$ cat config.mk
export PLATFORM = sky130hd
export DESIGN_NAME = tcss_top
export DESIGN_NICKNAME = d
export VERILOG_FILES = /design/src/logic/tcss_ovf.v /design/src/logic/tcss_top.v
export VERILOG_INCLUDE_DIRS = /design/src /design/src/logic
export SDC_FILE = /design/constraint.sdc
export NUM_CORES = 1
export LEC_CHECK = 0
export ABC_AREA = 0
export BUFFER_PORTS_ARGS = -buffer_cell sky130_fd_sc_hd__buf_2
export CAP_MARGIN = 25
export CELL_PAD_IN_SITES_DETAIL_PLACEMENT = 1
export CELL_PAD_IN_SITES_GLOBAL_PLACEMENT = 1
export CORE_UTILIZATION = 33
export DETAILED_ROUTE_END_ITERATION = 8
export PLACE_DENSITY = 0.89
export SKIP_LAST_GASP = 1
export SYNTH_ARGS = -nofsm -noshare
export SYNTH_HDL_FRONTEND = slang
export SYNTH_SLANG_ARGS = --single-unit
$ cat constraint.sdc
create_clock -name clk -period 1.3 [get_ports clk]
set_input_delay 0.13 -clock clk [delete_from_list [all_inputs] [get_ports clk]]
set_output_delay 0.13 -clock clk [all_outputs]
set_load 0.005 [all_outputs]
$ cat src/logic/tcss_defs.vh
`ifndef TCSS_DEFS_VH
`define TCSS_DEFS_VH

// Register byte addresses
`define TCSS_ADDR_OVF0 20'hF01A0
`define TCSS_ADDR_OVF1 20'hF01A2
`define TCSS_ADDR_OVF2 20'hF01A4
`define TCSS_ADDR_OVF3 20'hF01A6
`define TCSS_ADDR_RUN 20'hF01B0
`define TCSS_ADDR_RUN_UPPER 20'hF01B1
`define TCSS_ADDR_START 20'hF01B2
`define TCSS_ADDR_START_UPPER 20'hF01B3
`define TCSS_ADDR_STOP 20'hF01B4
`define TCSS_ADDR_STOP_UPPER 20'hF01B5

// Register select codes
`define TCSS_SEL_NONE 4'h0
`define TCSS_SEL_OVF0 4'h1
`define TCSS_SEL_OVF1 4'h2
`define TCSS_SEL_OVF2 4'h3
`define TCSS_SEL_OVF3 4'h4
`define TCSS_SEL_RUN 4'h5
`define TCSS_SEL_RUN_UPPER 4'h6
`define TCSS_SEL_START 4'h7
`define TCSS_SEL_START_UPPER 4'h8
`define TCSS_SEL_STOP 4'h9
`define TCSS_SEL_STOP_UPPER 4'hA

// Field layout and reset values
`define TCSS_CHAN_MASK 4'hF
`define TCSS_UPPER_MASK 4'hA
`define TCSS_OVF_BIT 0
`define TCSS_REG_RESET 8'h00

// Operating mode field, bits 3..1 of the channel mode
`define TCSS_MODE_CAPTURE 3'h2
`define TCSS_MODE_CAPTURE_ONE 3'h6
`define TCSS_MODE_ONE_COUNT 3'h4

`endif

$ cat src/logic/tcss_ovf.v
`timescale 1ns/1ps
`include "tcss_defs.vh"

module tcss_ovf (
  // Clock and reset
  input wire clk,
  input wire nrst,
  // Channel state
  input wire [2:0] operating_mode_field,
  input wire cnt_overflow,
  input wire capture_event,
  // Flag
  output reg capture_overflow_flag
);

  reg ovf_seen;
  wire capture_mode;

  assign capture_mode = (operating_mode_field == `TCSS_MODE_CAPTURE) ||
                        (operating_mode_field == `TCSS_MODE_CAPTURE_ONE);

  // Overflow remembered until the next capture
  always @(posedge clk or negedge nrst) begin
    if (!nrst) begin
      ovf_seen <= 1'b0;
    end else if (capture_event) begin
      ovf_seen <= 1'b0;
    end else if (cnt_overflow) begin
      ovf_seen <= 1'b1;
    end
  end

  always @(posedge clk or negedge nrst) begin
    if (!nrst) begin
      capture_overflow_flag <= 1'b0;
    end else if (!capture_mode) begin
      capture_overflow_flag <= 1'b0;
    end else if (capture_event) begin
      // Wrap in the capture cycle itself still counts
      capture_overflow_flag <= ovf_seen | cnt_overflow;
    end
  end

endmodule

$ cat src/logic/tcss_top.v
// What this block does
// - The capture overflow flag can only be set while the mode field is capture or capture-with-one-count.
// - At each capture the flag is set if the counter overflowed since the previous capture.
// - A set flag is cleared at the next capture that saw no overflow.
// - The flag does not change when the counter wraps, only at the following capture.
// - Each overflow status register is read-only, bit 0 is the flag, other bits read zero, reset is 00H.
// - Writing 1 to a start bit sets that channel's run status bit.
// - Writing 1 to a stop bit clears that channel's run status bit.
// - A start also initializes the channel counter and enables counting.
// - Start bits clear themselves as soon as the channel becomes enabled.
// - Both start registers always read as zero.
// - In 8-bit mode the lower start and status bits of channels 1 and 3 drive the lower half.
// - The upper start register has only bits 1 and 3, which start the upper half in 8-bit mode.
// - Run status registers are read-only, unused bits read zero, reset is 00H.
// - A start while counting reinitializes and restarts without an interrupt request; one-count modes with low mode bit clear ignore it.
// - Stop bits clear themselves as soon as the channel is stopped.
`timescale 1ns/1ps
`include "tcss_defs.vh"

module tcss_top (
  // Clock and reset
  input wire clk,
  input wire nrst,
  // CPU byte and bit access
  input wire [19:0] cpu_addr,
  input wire cpu_wr,
  input wire cpu_rd,
  input wire [7:0] cpu_wdata,
  input wire [7:0] cpu_wmask,
  output reg [7:0] cpu_rdata,
  // Channel mode fields, bits 3..0 of each channel mode
  input wire [3:0] mode_ch0,
  input wire [3:0] mode_ch1,
  input wire [3:0] mode_ch2,
  input wire [3:0] mode_ch3,
  input wire [3:0] split_mode,
  // Counter events
  input wire [3:0] cnt_overflow,
  input wire [3:0] capture_event,
  // Run control to counters
  output reg [3:0] channel_run_bit,
  output reg [3:0] upper_half_run_bit,
  output reg [3:0] counter_init,
  output reg [3:0] upper_counter_init,
  output reg [3:0] channel_interrupt_request,
  output reg [3:0] capture_overflow_flag
);

  // Address decode, used for reads and writes
  function [3:0] reg_sel;
    input [19:0] addr;
    begin
      case (addr)
        `TCSS_ADDR_OVF0: reg_sel = `TCSS_SEL_OVF0;
        `TCSS_ADDR_OVF1: reg_sel = `TCSS_SEL_OVF1;
        `TCSS_ADDR_OVF2: reg_sel = `TCSS_SEL_OVF2;
        `TCSS_ADDR_OVF3: reg_sel = `TCSS_SEL_OVF3;
        `TCSS_ADDR_RUN: reg_sel = `TCSS_SEL_RUN;
        `TCSS_ADDR_RUN_UPPER: reg_sel = `TCSS_SEL_RUN_UPPER;
        `TCSS_ADDR_START: reg_sel = `TCSS_SEL_START;
        `TCSS_ADDR_START_UPPER: reg_sel = `TCSS_SEL_START_UPPER;
        `TCSS_ADDR_STOP: reg_sel = `TCSS_SEL_STOP;
        `TCSS_ADDR_STOP_UPPER: reg_sel = `TCSS_SEL_STOP_UPPER;
        default: reg_sel = `TCSS_SEL_NONE;
      endcase
    end
  endfunction

  wire [3:0] wr_sel;
  wire [3:0] rd_sel;
  wire [7:0] wbits;
  wire [11:0] mode_flat;
  wire [3:0] ovf_flag;
  wire [3:0] upper_ok;
  reg [3:0] start_write;
  reg [3:0] start_upper_write;
  reg [3:0] stop_write;
  reg [3:0] stop_upper_write;
  reg [3:0] channel_start_bit;
  reg [3:0] upper_half_start_bit;
  reg [3:0] channel_stop_bit;
  reg [3:0] upper_half_stop_bit;
  reg [3:0] start_blocked;
  reg [3:0] next_run;
  reg [3:0] next_upper_run;
  reg [3:0] next_irq;
  reg [7:0] next_rdata;
  integer i;

  assign wr_sel = cpu_wr ? reg_sel(cpu_addr) : `TCSS_SEL_NONE;
  assign rd_sel = cpu_rd ? reg_sel(cpu_addr) : `TCSS_SEL_NONE;
  // Bit access writes only the masked bits; byte access sets all mask bits
  assign wbits = cpu_wdata & cpu_wmask;
  assign mode_flat = {mode_ch3[3:1], mode_ch2[3:1], mode_ch1[3:1], mode_ch0[3:1]};
  // upper half only for split channels 1 and 3
  assign upper_ok = split_mode & `TCSS_UPPER_MASK;

  // Trigger write decode; unimplemented bits are simply not wired
  always @* begin
    start_write = 4'h0;
    start_upper_write = 4'h0;
    stop_write = 4'h0;
    stop_upper_write = 4'h0;
    case (wr_sel)
      `TCSS_SEL_START: start_write = wbits[3:0] & `TCSS_CHAN_MASK;
      `TCSS_SEL_START_UPPER: start_upper_write = wbits[3:0] & upper_ok;
      `TCSS_SEL_STOP: stop_write = wbits[3:0] & `TCSS_CHAN_MASK;
      `TCSS_SEL_STOP_UPPER: stop_upper_write = wbits[3:0] & upper_ok;
      default: start_write = 4'h0;
    endcase
  end

  // Trigger bits live one cycle, then the run bit has moved
  always @(posedge clk or negedge nrst) begin
    if (!nrst) begin
      channel_start_bit <= 4'h0;
      upper_half_start_bit <= 4'h0;
      channel_stop_bit <= 4'h0;
      upper_half_stop_bit <= 4'h0;
    end else begin
      channel_start_bit <= start_write;
      upper_half_start_bit <= start_upper_write;
      channel_stop_bit <= stop_write;
      upper_half_stop_bit <= stop_upper_write;
    end
  end

  // One-count modes with low mode bit clear ignore starts while counting
  always @* begin
    for (i = 0; i < 4; i = i + 1) begin
      start_blocked[i] = channel_run_bit[i] && !mode_flat[i*3] &&
                         (((mode_flat[i*3 +: 3] == `TCSS_MODE_ONE_COUNT) &&
                           (i == 0 ? !mode_ch0[0] : i == 1 ? !mode_ch1[0] :
                            i == 2 ? !mode_ch2[0] : !mode_ch3[0])) ||
                          ((mode_flat[i*3 +: 3] == `TCSS_MODE_CAPTURE_ONE) &&
                           (i == 0 ? !mode_ch0[0] : i == 1 ? !mode_ch1[0] :
                            i == 2 ? !mode_ch2[0] : !mode_ch3[0])));
    end
  end

  always @* begin
    // start sets, stop clears; stop wins a tie
    next_run = (channel_run_bit | channel_start_bit) & ~channel_stop_bit;
    next_upper_run = ((upper_half_run_bit | upper_half_start_bit) & ~upper_half_stop_bit) &
                     upper_ok;
    // Start interrupt only from stopped, low mode bit set, not one-count
    next_irq = 4'h0;
    for (i = 0; i < 4; i = i + 1) begin
      if (channel_start_bit[i] && !channel_run_bit[i] &&
          (mode_flat[i*3 +: 3] != `TCSS_MODE_ONE_COUNT)) begin
        case (i)
          0: next_irq[i] = mode_ch0[0];
          1: next_irq[i] = mode_ch1[0];
          2: next_irq[i] = mode_ch2[0];
          default: next_irq[i] = mode_ch3[0];
        endcase
      end
    end
  end

  always @(posedge clk or negedge nrst) begin
    if (!nrst) begin
      channel_run_bit <= 4'h0;
      upper_half_run_bit <= 4'h0;
      counter_init <= 4'h0;
      upper_counter_init <= 4'h0;
      channel_interrupt_request <= 4'h0;
    end else begin
      channel_run_bit <= next_run;
      upper_half_run_bit <= next_upper_run;
      // counter load pulse on each accepted start
      counter_init <= channel_start_bit & ~start_blocked & ~channel_stop_bit;
      upper_counter_init <= upper_half_start_bit & ~upper_half_stop_bit & upper_ok;
      channel_interrupt_request <= next_irq & ~channel_stop_bit;
    end
  end

  // Per channel overflow trackers
  genvar g;
  generate
    for (g = 0; g < 4; g = g + 1) begin : ovf_ch
      tcss_ovf u_ovf (
        .clk(clk),
        .nrst(nrst),
        .operating_mode_field(mode_flat[g*3 +: 3]),
        .cnt_overflow(cnt_overflow[g]),
        .capture_event(capture_event[g]),
        .capture_overflow_flag(ovf_flag[g])
      );
    end
  endgenerate

  // Registered read data, zero for write-only and unmapped
  always @* begin
    next_rdata = `TCSS_REG_RESET;
    case (rd_sel)
      `TCSS_SEL_OVF0: next_rdata[`TCSS_OVF_BIT] = ovf_flag[0];
      `TCSS_SEL_OVF1: next_rdata[`TCSS_OVF_BIT] = ovf_flag[1];
      `TCSS_SEL_OVF2: next_rdata[`TCSS_OVF_BIT] = ovf_flag[2];
      `TCSS_SEL_OVF3: next_rdata[`TCSS_OVF_BIT] = ovf_flag[3];
      `TCSS_SEL_RUN: next_rdata[3:0] = channel_run_bit;
      `TCSS_SEL_RUN_UPPER: next_rdata[3:0] = upper_half_run_bit;
      `TCSS_SEL_START: next_rdata = `TCSS_REG_RESET;
      default: next_rdata = `TCSS_REG_RESET;
    endcase
  end

  always @(posedge clk or negedge nrst) begin
    if (!nrst) begin
      cpu_rdata <= `TCSS_REG_RESET;
      capture_overflow_flag <= 4'h0;
    end else begin
      cpu_rdata <= next_rdata;
      capture_overflow_flag <= ovf_flag;
    end
  end

endmodule

==> impl_metrics.toml, run 1 <==
[run_status]
status = "finished with violations"
violations = "setup timing"

[timing]
max_freq_ghz = 0.700
timing.final.crit_share_pct = 110
setup_slack_ns = -0.128
rsz0062_at_grt = "yes"
hold_violations = 0
period_needed_ns = 1.43
finalSetupViolations = 13
fin_skew_ns = 0.00288
slew_viol_final = 0

[power]
clkPwrFrac_pct = 33.7
p_int_mw = 1.96
powerDensity_nw_per_um2 = 956
netSwitchingFraction_pct = 22.7
seq_power_share_pct = 55.1
p_leak_nw = 1.39
finalPower_mw = 2.53
peakVddDrop_v = 0.000398
power_frac_comb_pct = 11.2
switchingPower_mw = 0.575

[final_layout]
drive_above_1_share_pct = 41.1
synthToLayoutAreaGrowth_pct = 39.0
ff_latch_area_um2 = 1100
multiInputGateArea_um2 = 797
n_fill_cell = 656
nets = 342
antenna_cells = 0

[route]
drtIter0Drc = 39
wire_per_inst_um = 13.8
ant_nets = 0
route.detailed.drc = 0
wl_um = 4800
num_vias = 1629
vias_per_cell = 4.69
firstDrtPassIters = 4

[critical_path]
crit_fanout = 5
endpoint_kind = "register"
r2r_setup_slack_ns = 0.08
critPathSlowestCell = "or4_4"
startpoint_type = "input port"
crit_arrival_ns = 1.66
crit_buf_inv = 1
critPathKind = "in2reg"
crit_family = "simple AND/OR/NAND/NOR gates"
critPathMaxStageDelay_ns = 0.53
cp.required_ns = 1.53
worstPathCellList = "buf_6, or4_4, nor4_4, nor3b_4, nor2b_4"

[clocking]
cts_buffers = 5
clock_tree.root_cell = "clkbuf_8"
cts_tree = "yes"
clockBufferDepth = 2
cts_sinks = 44
h-tree-depth = 2
clk_pin_slew_ns = 0.08
worstSkewPairLatency_ns = 0.29

[place]
preCtsSetupSlack_ns = -0.443
place.gp.congestion = 0.889
io_buffers = 81
place_hpwl_um = 3850

[synth]
ys.flop_type = "dfrtp_1"
synthCells = 175
synth_seq_area_share_pct = 57.7
ys_ff_latch = 44
synth_top_family_by_area = "simple AND/OR/NAND/NOR gates"
netlist_area_um2 = 1910
synth_mux_area_share_pct = 0
ys_types = 34
synthAdderAreaFrac_pct = 0
synth-edff-count = 0
synth_compound_area_share_pct = 6.56
ys_warn_count = 0
syn_avg_cell_area_um2 = 10.9
synthSimpleGateAreaFrac_pct = 30.5
synthArstFlopShare_pct = 100
synth-xor-area-share_pct = 0

[floorplan]
initial_core_util_pct = 34.4
io-pin-count = 100
die_h_um = 78.0
rows = 27
die_width_um = 78.0
dieArea_um2 = 6090
core_um2 = 5540

[run]
drv_cap = 0

[grt]
gr-total-overflow = 0
grt_pass1_vias = 1658
grt_max_degree = 31
grt.total_usage_pct = 16.3
grt_antenna_before_repair = 0
grt_pass1_wl_um = 7560

[hold_path]
hp-class = "in2reg"
==> Yosys cell counts (all sizes together), types with 5 or more instances <==
cell type	count	area, µm²
a21oi	6	30.0
buf	10	70.1
dfrtp	44	1100
inv	6	22.5
nand2	9	33.8
nand2b	6	37.5
nand3	5	25.0
nor2	37	139
nor2b	6	37.5
nor3b	7	57.6
nor4b	5	43.8
==> final cells by class <==
| type | count | area share [%] |
|---|---|---|
| clock buffer | 8 | 3.40 |
| inverter | 6 | 0.849 |
| multi-input combinational | 121 | 30.0 |
| sequential | 44 | 41.5 |
| tap | 72 | 3.40 |
| timing repair buffer | 96 | 20.8 |
==> sequential cells by signal, summed over array words and instances, names as in the netlist <==
signal / cells
capture_overflow_flag: 4
channel_interrupt_request: 4
channel_run_bit: 4
channel_start_bit: 4
channel_stop_bit: 4
counter_init: 4
cpu_rdata: 4
ovf_ch.u_ovf.capture_overflow_flag: 4
ovf_ch.u_ovf.ovf_seen: 4
upper_counter_init: 2
upper_half_run_bit: 2
upper_half_start_bit: 2
upper_half_stop_bit: 2
==> final timing paths <==
check                                                      startpoint                      endpoint  cells after the start
max in group asynchronous                                        nrst                  cpu_rdata[2]                      3
worst min register to register                    channel_stop_bit[0]            channel_run_bit[0]                      1
worst max-delay path                                     cpu_addr[14]          channel_start_bit[1]                      5
min in group asynchronous                                        nrst  channel_interrupt_request[1]                      2
worst max register to register  ovf_ch[2].u_ovf.capture_overflow_flag                  cpu_rdata[0]                      4
worst min-delay path                                 capture_event[3]      ovf_ch[3].u_ovf.ovf_seen                      2
==> layer usage <==
metal / share of wire [%] / vias to the layer above / wire length (µm) / global-route usage, %
li1: - / 787 / - / -
met1: 42 / 773 / 2030 / 19.1
met2: 50 / 63 / 2400 / 27.9
met3: 6.2 / 6 / 296 / 4.19
met4: 1.6 / 0 / 78 / 7.22
met5: 0 / - / 0 / 0
==> power by group through the flow <==
stage	sequential, mW	clock [mW]	combinational (mW)
floorplan	1.42	0	0.104
global placement	1.42	0	0.259
detailed placement	1.42	0	0.271
CTS	1.40	0.871	0.279
global route	1.40	0.935	0.316
finish	1.40	0.855	0.283
==> metrics by stage <==
stage	TNS [ns]	instances	hold slack (ns)	utilization, %	instance area [µm²]
CTS	-1.00	345	0.00567	46.7	2590
global route	-1.75	347	0.0123	47.9	2650
floorplan	-2.54	182	-0.166	-	1930
global placement	-5.06	336	0.0547	44.4	2460
finish	-0.950	347	0.0121	47.9	2650
detailed placement	-6.00	336	0.0614	44.4	2460
==> placed cells by master, fill, tap and decap left out, drive strengths merged, types with 2 or more instances in the layout <==
master | synthesis | layout
and3b | 4 | 4
nand2b | 6 | 6
conb | 1 | 8
nor3b | 7 | 7
dlygate4sd3 | 0 | 2
nor2 | 37 | 37
a2111oi | 4 | 4
nor4bb | 3 | 3
buf | 10 | 94
nor4b | 5 | 5
inv | 6 | 6
and3 | 3 | 3
dfrtp | 44 | 44
nor2b | 6 | 6
nand2 | 9 | 9
nand3 | 5 | 5
clkbuf | 1 | 8
nand4b | 4 | 4
a21oi | 6 | 6
==> cell families after synthesis <==
family,Yosys count
buffers and inverters,17
other,1
DFF,44
and+or+nand+nor,96
AOI/OAI and AO/OA,17
==> what timing repair did <==
action,in CTS,in global routing
endpoints found under the setup margin,14,16
buffers inserted,0,1
pin swaps,9,5
gates resized for setup,6,10
hold endpoints to repair,14,1
hold buffers,1,1
(Power assumes the default switching activity.)
==> inputs of run 2 (changes only) <==
- PLACE_DENSITY: 0.89 -> 0.88
- SYNTH_HIERARCHICAL: default -> 1
==> run 2 against run 1 <==
Net effect:
- the flow still finishes with violations (setup timing)
- critical endpoint is now upper_half_start_bit[3]
- power grew 8.4%
- clock power grew 24%
- sequential power hardly changed
==> impl_metrics.toml, run 2 <==
[grt]
grt_pass1_wl_um = 8060
grt_max_degree = 20
grt_pass1_vias = 1727
grt_antenna_before_repair = 0
grt.total_usage_pct = 17.5
gr-total-overflow = 0

[final_layout]
layout_commonest_cell = "buf_2"
final_core_util_pct = 48.3
final_cell_mix = "buf_2, dfrtp_1, nor2_1"
nets = 343
fin_cells = 348
synthToLayoutAreaGrowth_pct = 40.1
drive_above_1_share_pct = 44.9
fin_area_um2 = 2690
antenna_cells = 0

[run]
drv_cap = 0

[timing]
rsz0062_at_grt = "yes"
slew_headroom_pct = 64.1
worst_pin_slew_ns = 0.538
finalSetupViolations = 2
fin_skew_ns = 0.00503
hold_violations = 0
setup_slack_ns = -0.0118
period_needed_ns = 1.31
fin_setup_tns_ns = -0.0164
timing.final.crit_share_pct = 101
max_freq_ghz = 0.762
slew_viol_final = 0

[route]
firstDrtPassIters = 4
route.detailed.drc = 0
num_vias = 1675
vias_per_cell = 4.81
ant_nets = 0
wire_per_inst_um = 14.8
wl_um = 5150
drtIter0Drc = 35

[synth]
ys_types = 36
synth_seq_area_share_pct = 57.3
netlist_area_um2 = 1920
synth-edff-count = 0
ys_warn_count = 6
synth_top_area_share_pct = 57.3
synth.area.top_cells = "dfrtp_1, nor2_1, a2111oi_2"
ys.flop_type = "dfrtp_1"
yosys.area.top_type = "dfrtp_1"
synthArstFlopShare_pct = 100
synthCells = 172
ys_ff_latch = 44
synth_commonest_cells = "dfrtp_1, nor2_1, buf_4"
synth_most_common_cell = "dfrtp_1"
syn_avg_cell_area_um2 = 11.2

[hold_path]
min_path_cells = 2
worstHoldStart = "capture_event[2]"
hp-class = "in2reg"

[clocking]
clk_pin_slew_ns = 0.09
clock_tree.root_cell = "clkbuf_8"
cts_sinks = 44
cts_buffers = 5
h-tree-depth = 2
worstSkewPairLatency_ns = 0.30
cts_tree = "yes"
clockBufferDepth = 2

[critical_path]
endpoint_kind = "register"
r2r_setup_slack_ns = 0.10
r2r_start = "ovf_ch[3].u_ovf/capture_overflow_flag"
critPathMaxStageDelay_ns = 0.56
startpoint = "cpu_addr[13]"
critPathSlowestCell = "or4_4"
startpoint_type = "input port"
reg2reg_depth = 4
cp.required_ns = 1.49
critPathKind = "in2reg"
crit_arrival_ns = 1.50
crit_fanout = 5
worstPathCellList = "buf_6, or4_4, nor4_4, buf_4, o311a_4, a21oi_1"

[floorplan]
io-pin-count = 100
rows = 27
die_width_um = 78.3
core_um2 = 5570
dieArea_um2 = 6130
initial_core_util_pct = 34.5
die_h_um = 78.3

[place]
placed_cell_area_um2 = 2500
preCtsSetupSlack_ns = -0.437
io_buffers = 81
place.gp.congestion = 0.823
place_hpwl_um = 4060
dp_cells = 337

[power]
peakVddDrop_v = 0.000398
powerDensity_nw_per_um2 = 1020
p_leak_nw = 1.39

[run_status]
violations = "setup timing"
status = "finished with violations"
-- run 2: cell types whose count changed after synthesis, sizes merged, moves of 2 or more --
cell,change
and3b,-2
nor2b,-4
a22oi,+2
mux2i,+2
nor3,+3
nand2,-2
buf,-2
nor4bb,+2
nor2,+3
nand4b,-4
-- run 2: metrics by stage --
| step | hold slack [ns] | power, mW |
|---|---|---|
| final | 0.0147 | 2.75 |
| after global routing | 0.00812 | 2.87 |
| after CTS | 0.00797 | 2.77 |
| after detailed placement | 0.0790 | 1.71 |
| after global placement | 0.0711 | 1.69 |
| after floorplan | -0.166 | 1.53 |
-- run 2: layout make-up --
class | count | area [µm²]
Tap cell | 72 | 90.1
Clock inverter | 3 | 47.5
Inverter | 6 | 22.5
Sequential cell | 44 | 1100
Multi-Input combinational cell | 119 | 801
Timing Repair Buffer | 99 | 562
Fill cell | 667 | 2880
Clock buffer | 5 | 68.8
-- run 2: worst paths after layout --
kind,to
max in group asynchronous,upper_half_run_bit[1]
min in group asynchronous,capture_overflow_flag[1]
min reg2reg,channel_run_bit[2]
max,upper_half_start_bit[3]
max reg2reg,cpu_rdata[0]
min,ovf_ch[2].u_ovf/ovf_seen
-- run 2: logic make-up after synthesis --
kind of cell	synth area share [%]
compound gates	10.4
mux	1.04
flops	57.3
buf+inv	4.69
other cells	0.195
simple gates	26.4
-- run 2: report_power, final --
| part | switching [mW] | internal, mW |
|---|---|---|
| clock | 0.477 | 0.578 |
| sequential | 0.00753 | 1.39 |
| combinational | 0.158 | 0.141 |
-- run 2: repair_timing --
| item | CTS | global route |
|---|---|---|
| endpoints found under the hold margin | 15 | 0 |
| endpoints found under the setup margin | 16 | 16 |
| pin swaps | 3 | 6 |
| hold buffers | 1 | 0 |
| gates resized for setup | 3 | 6 |
| setup buffers | 1 | 1 |
-- run 2: worst max-delay path, delay by kind of cell --
kind	cells	cell delay, ns
buf+inv	2	0.27
compound gates	2	0.29
simple gates	2	0.81
-- run 2: routing by layer --
metal | up-vias | GRT usage (%) | routed length [µm]
li1 | 796 | - | -
met1 | 803 | 19.6 | 2110
met2 | 68 | 32.6 | 2670
met3 | 8 | 4.30 | 293
met4 | 0 | 5.19 | 75
met5 | - | 0 | 0
==> inputs of run 3 (changes only) <==
- CORE_UTILIZATION: 33 -> 35
- PLACE_DENSITY: 0.88 -> 0.92
- clock period: 1.3 -> 1.7 ns (I/O delays scaled with it)
==> run 3 against run 2 <==
Net effect:
- the run now ends clean
- register-to-register slack better by 0.15 ns
- power down 30%
- critical endpoint is now cpu_rdata[0]
- clock-buffer cell count up 3
- setup slack better by 0.26 ns
- hold slack better by 0.043 ns
- design area down 7.1%
- sequential share of layout area up 3.1 points
- sequential cell count unchanged
- first-iteration DRC count up 20%
==> impl_metrics.toml, run 3 (same netlist as run 2, synthesis figures left out) <==
[clocking]
clockBufferDepth = 2
cts_buffers = 5
h-tree-depth = 2
worstSkewPairLatency_ns = 0.29
cts_setup_buffers = 0
clk_pin_slew_ns = 0.08
cts_tree = "yes"
clock_tree.root_cell = "clkbuf_8"
cts_sinks = 44

[floorplan]
rows = 26
initial_core_util_pct = 36.9
die_h_um = 76.1
io-pin-count = 100
core_um2 = 5200
dieArea_um2 = 5790
die_width_um = 76.1

[route]
drtIter0Drc = 42
wl_um = 5090
vias_per_cell = 4.93
route.detailed.drc = 0
firstDrtPassIters = 4
ant_nets = 0
num_vias = 1632
wire_per_inst_um = 15.4

[timing]
hold_violations = 0
timing.final.crit_share_pct = 85.4
max_freq_ghz = 0.689
whs_ns = 0.0579
rsz0062_at_grt = "no"
slew_viol_final = 0
finalSetupViolations = 0
period_needed_ns = 1.45
fin_skew_ns = 0.00512

[grt]
grt_pass1_wl_um = 8510
grt_pass1_vias = 1744
gr-total-overflow = 0
grt_max_degree = 26
grt.total_usage_pct = 19.2
grt_antenna_before_repair = 0

[place]
place_hpwl_um = 4030
place.gp.congestion = 0.774
placed_cell_area_um2 = 2400
dp_cells = 322
io_buffers = 81

[power]
netSwitchingFraction_pct = 23.3
p_int_mw = 1.48
p_leak_nw = 1.30
switchingPower_mw = 0.449
power_frac_comb_pct = 10.3
clkPwrFrac_pct = 34.3
peakVddDrop_v = 0.000348
seq_power_share_pct = 55.4
powerDensity_nw_per_um2 = 771

[critical_path]
cp.required_ns = 1.89
endpoint_kind = "register"
startpoint_type = "register"
critPathMaxStageDelay_ns = 0.42
crit_arrival_ns = 1.64
critPathSlowestCell = "dfrtp_1"
reg2reg_depth = 4
critPathKind = "reg2reg"
worstPathCellList = "inv_1, a311oi_1, o221ai_2, a2111oi_2"
crit_fanout = 4

[final_layout]
layout_commonest_cell = "buf_2"
drive_above_1_share_pct = 38.3
antenna_cells = 0
nets = 328
fin_area_um2 = 2500
final_cell_mix = "buf_2, dfrtp_1, nor2_1"
synthToLayoutAreaGrowth_pct = 30.1
fin_cells = 331

[hold_path]
hp-class = "in2reg"
min_path_cells = 2

[run_status]
status = "finished clean"

[run]
drv_cap = 0
-- run 3: cell count changes in the layout (fill, tap and decap cells not counted), sizes merged --
cell,previous run,this run
clkinv,2,0
clkbuf,5,8
bufinv,1,0
buf,98,83
-- run 3: path summary, 6_finish.rpt --
path / from / endpoint / slack (ns)
worst max register to register: ovf_ch[3].u_ovf/capture_overflow_flag / cpu_rdata[0] / 0.25
worst max-delay path: ovf_ch[3].u_ovf/capture_overflow_flag / cpu_rdata[0] / 0.25
max in group asynchronous: nrst / channel_run_bit[0] / 0.84
worst min-delay path: capture_event[0] / ovf_ch[0].u_ovf/ovf_seen / 0.06
worst min register to register: channel_stop_bit[3] / channel_run_bit[3] / 0.41
min in group asynchronous: nrst / counter_init[0] / 0.36
-- run 3: worst max-delay path, delay by kind of cell, from the launching register on --
family	cells	cell delay [ns]
AOI/OAI and AO/OA	3	0.86
DFF	1	0.42
buffers and inverters	1	0.06
-- run 3: final cells by class --
class / instances / area [µm²]
Tap cell: 70 / 87.6
Inverter: 6 / 22.5
Timing Repair Buffer: 84 / 443
Fill cell: 611 / 2700
Sequential cell: 44 / 1100
Clock buffer: 8 / 90.1
Multi-Input combinational cell: 119 / 757
-- run 3: power by group through the flow --
stage	clock [mW]	combinational, mW	sequential [mW]
floorplan	0	0.0829	1.09
global placement	0	0.186	1.09
detailed placement	0	0.198	1.09
CTS	0.674	0.201	1.07
global route	0.721	0.222	1.07
finish	0.662	0.198	1.07
-- run 3: metrics by stage --
| stage | setup slack [ns] | setup TNS (ns) | power, mW | util (%) |
|---|---|---|---|---|
| after CTS | 0.237 | 0 | 1.94 | 48.1 |
| after global routing | 0.107 | 0 | 2.01 | 48.1 |
| after floorplan | 0.188 | 0 | 1.17 | - |
| final | 0.248 | 0 | 1.93 | 48.1 |
| after global placement | 0.0246 | 0 | 1.27 | 46.1 |
| after detailed placement | -0.0176 | -0.0229 | 1.29 | 46.1 |
-- run 3: metal layers --
metal	GRT usage (%)	vias to the layer above	part of all wire [%]
li1	-	765	-
met1	20.2	799	37
met2	37.3	62	56
met3	4.07	6	5.5
met4	7.12	0	1.7
met5	0	-	0
-- run 3: repair_timing --
| action | CTS | global route |
|---|---|---|
| gates resized for setup | 0 | 0 |
| endpoints found under the hold margin | 19 | 0 |
| setup endpoints to repair | 0 | 0 |
| hold buffers | 1 | 0 |
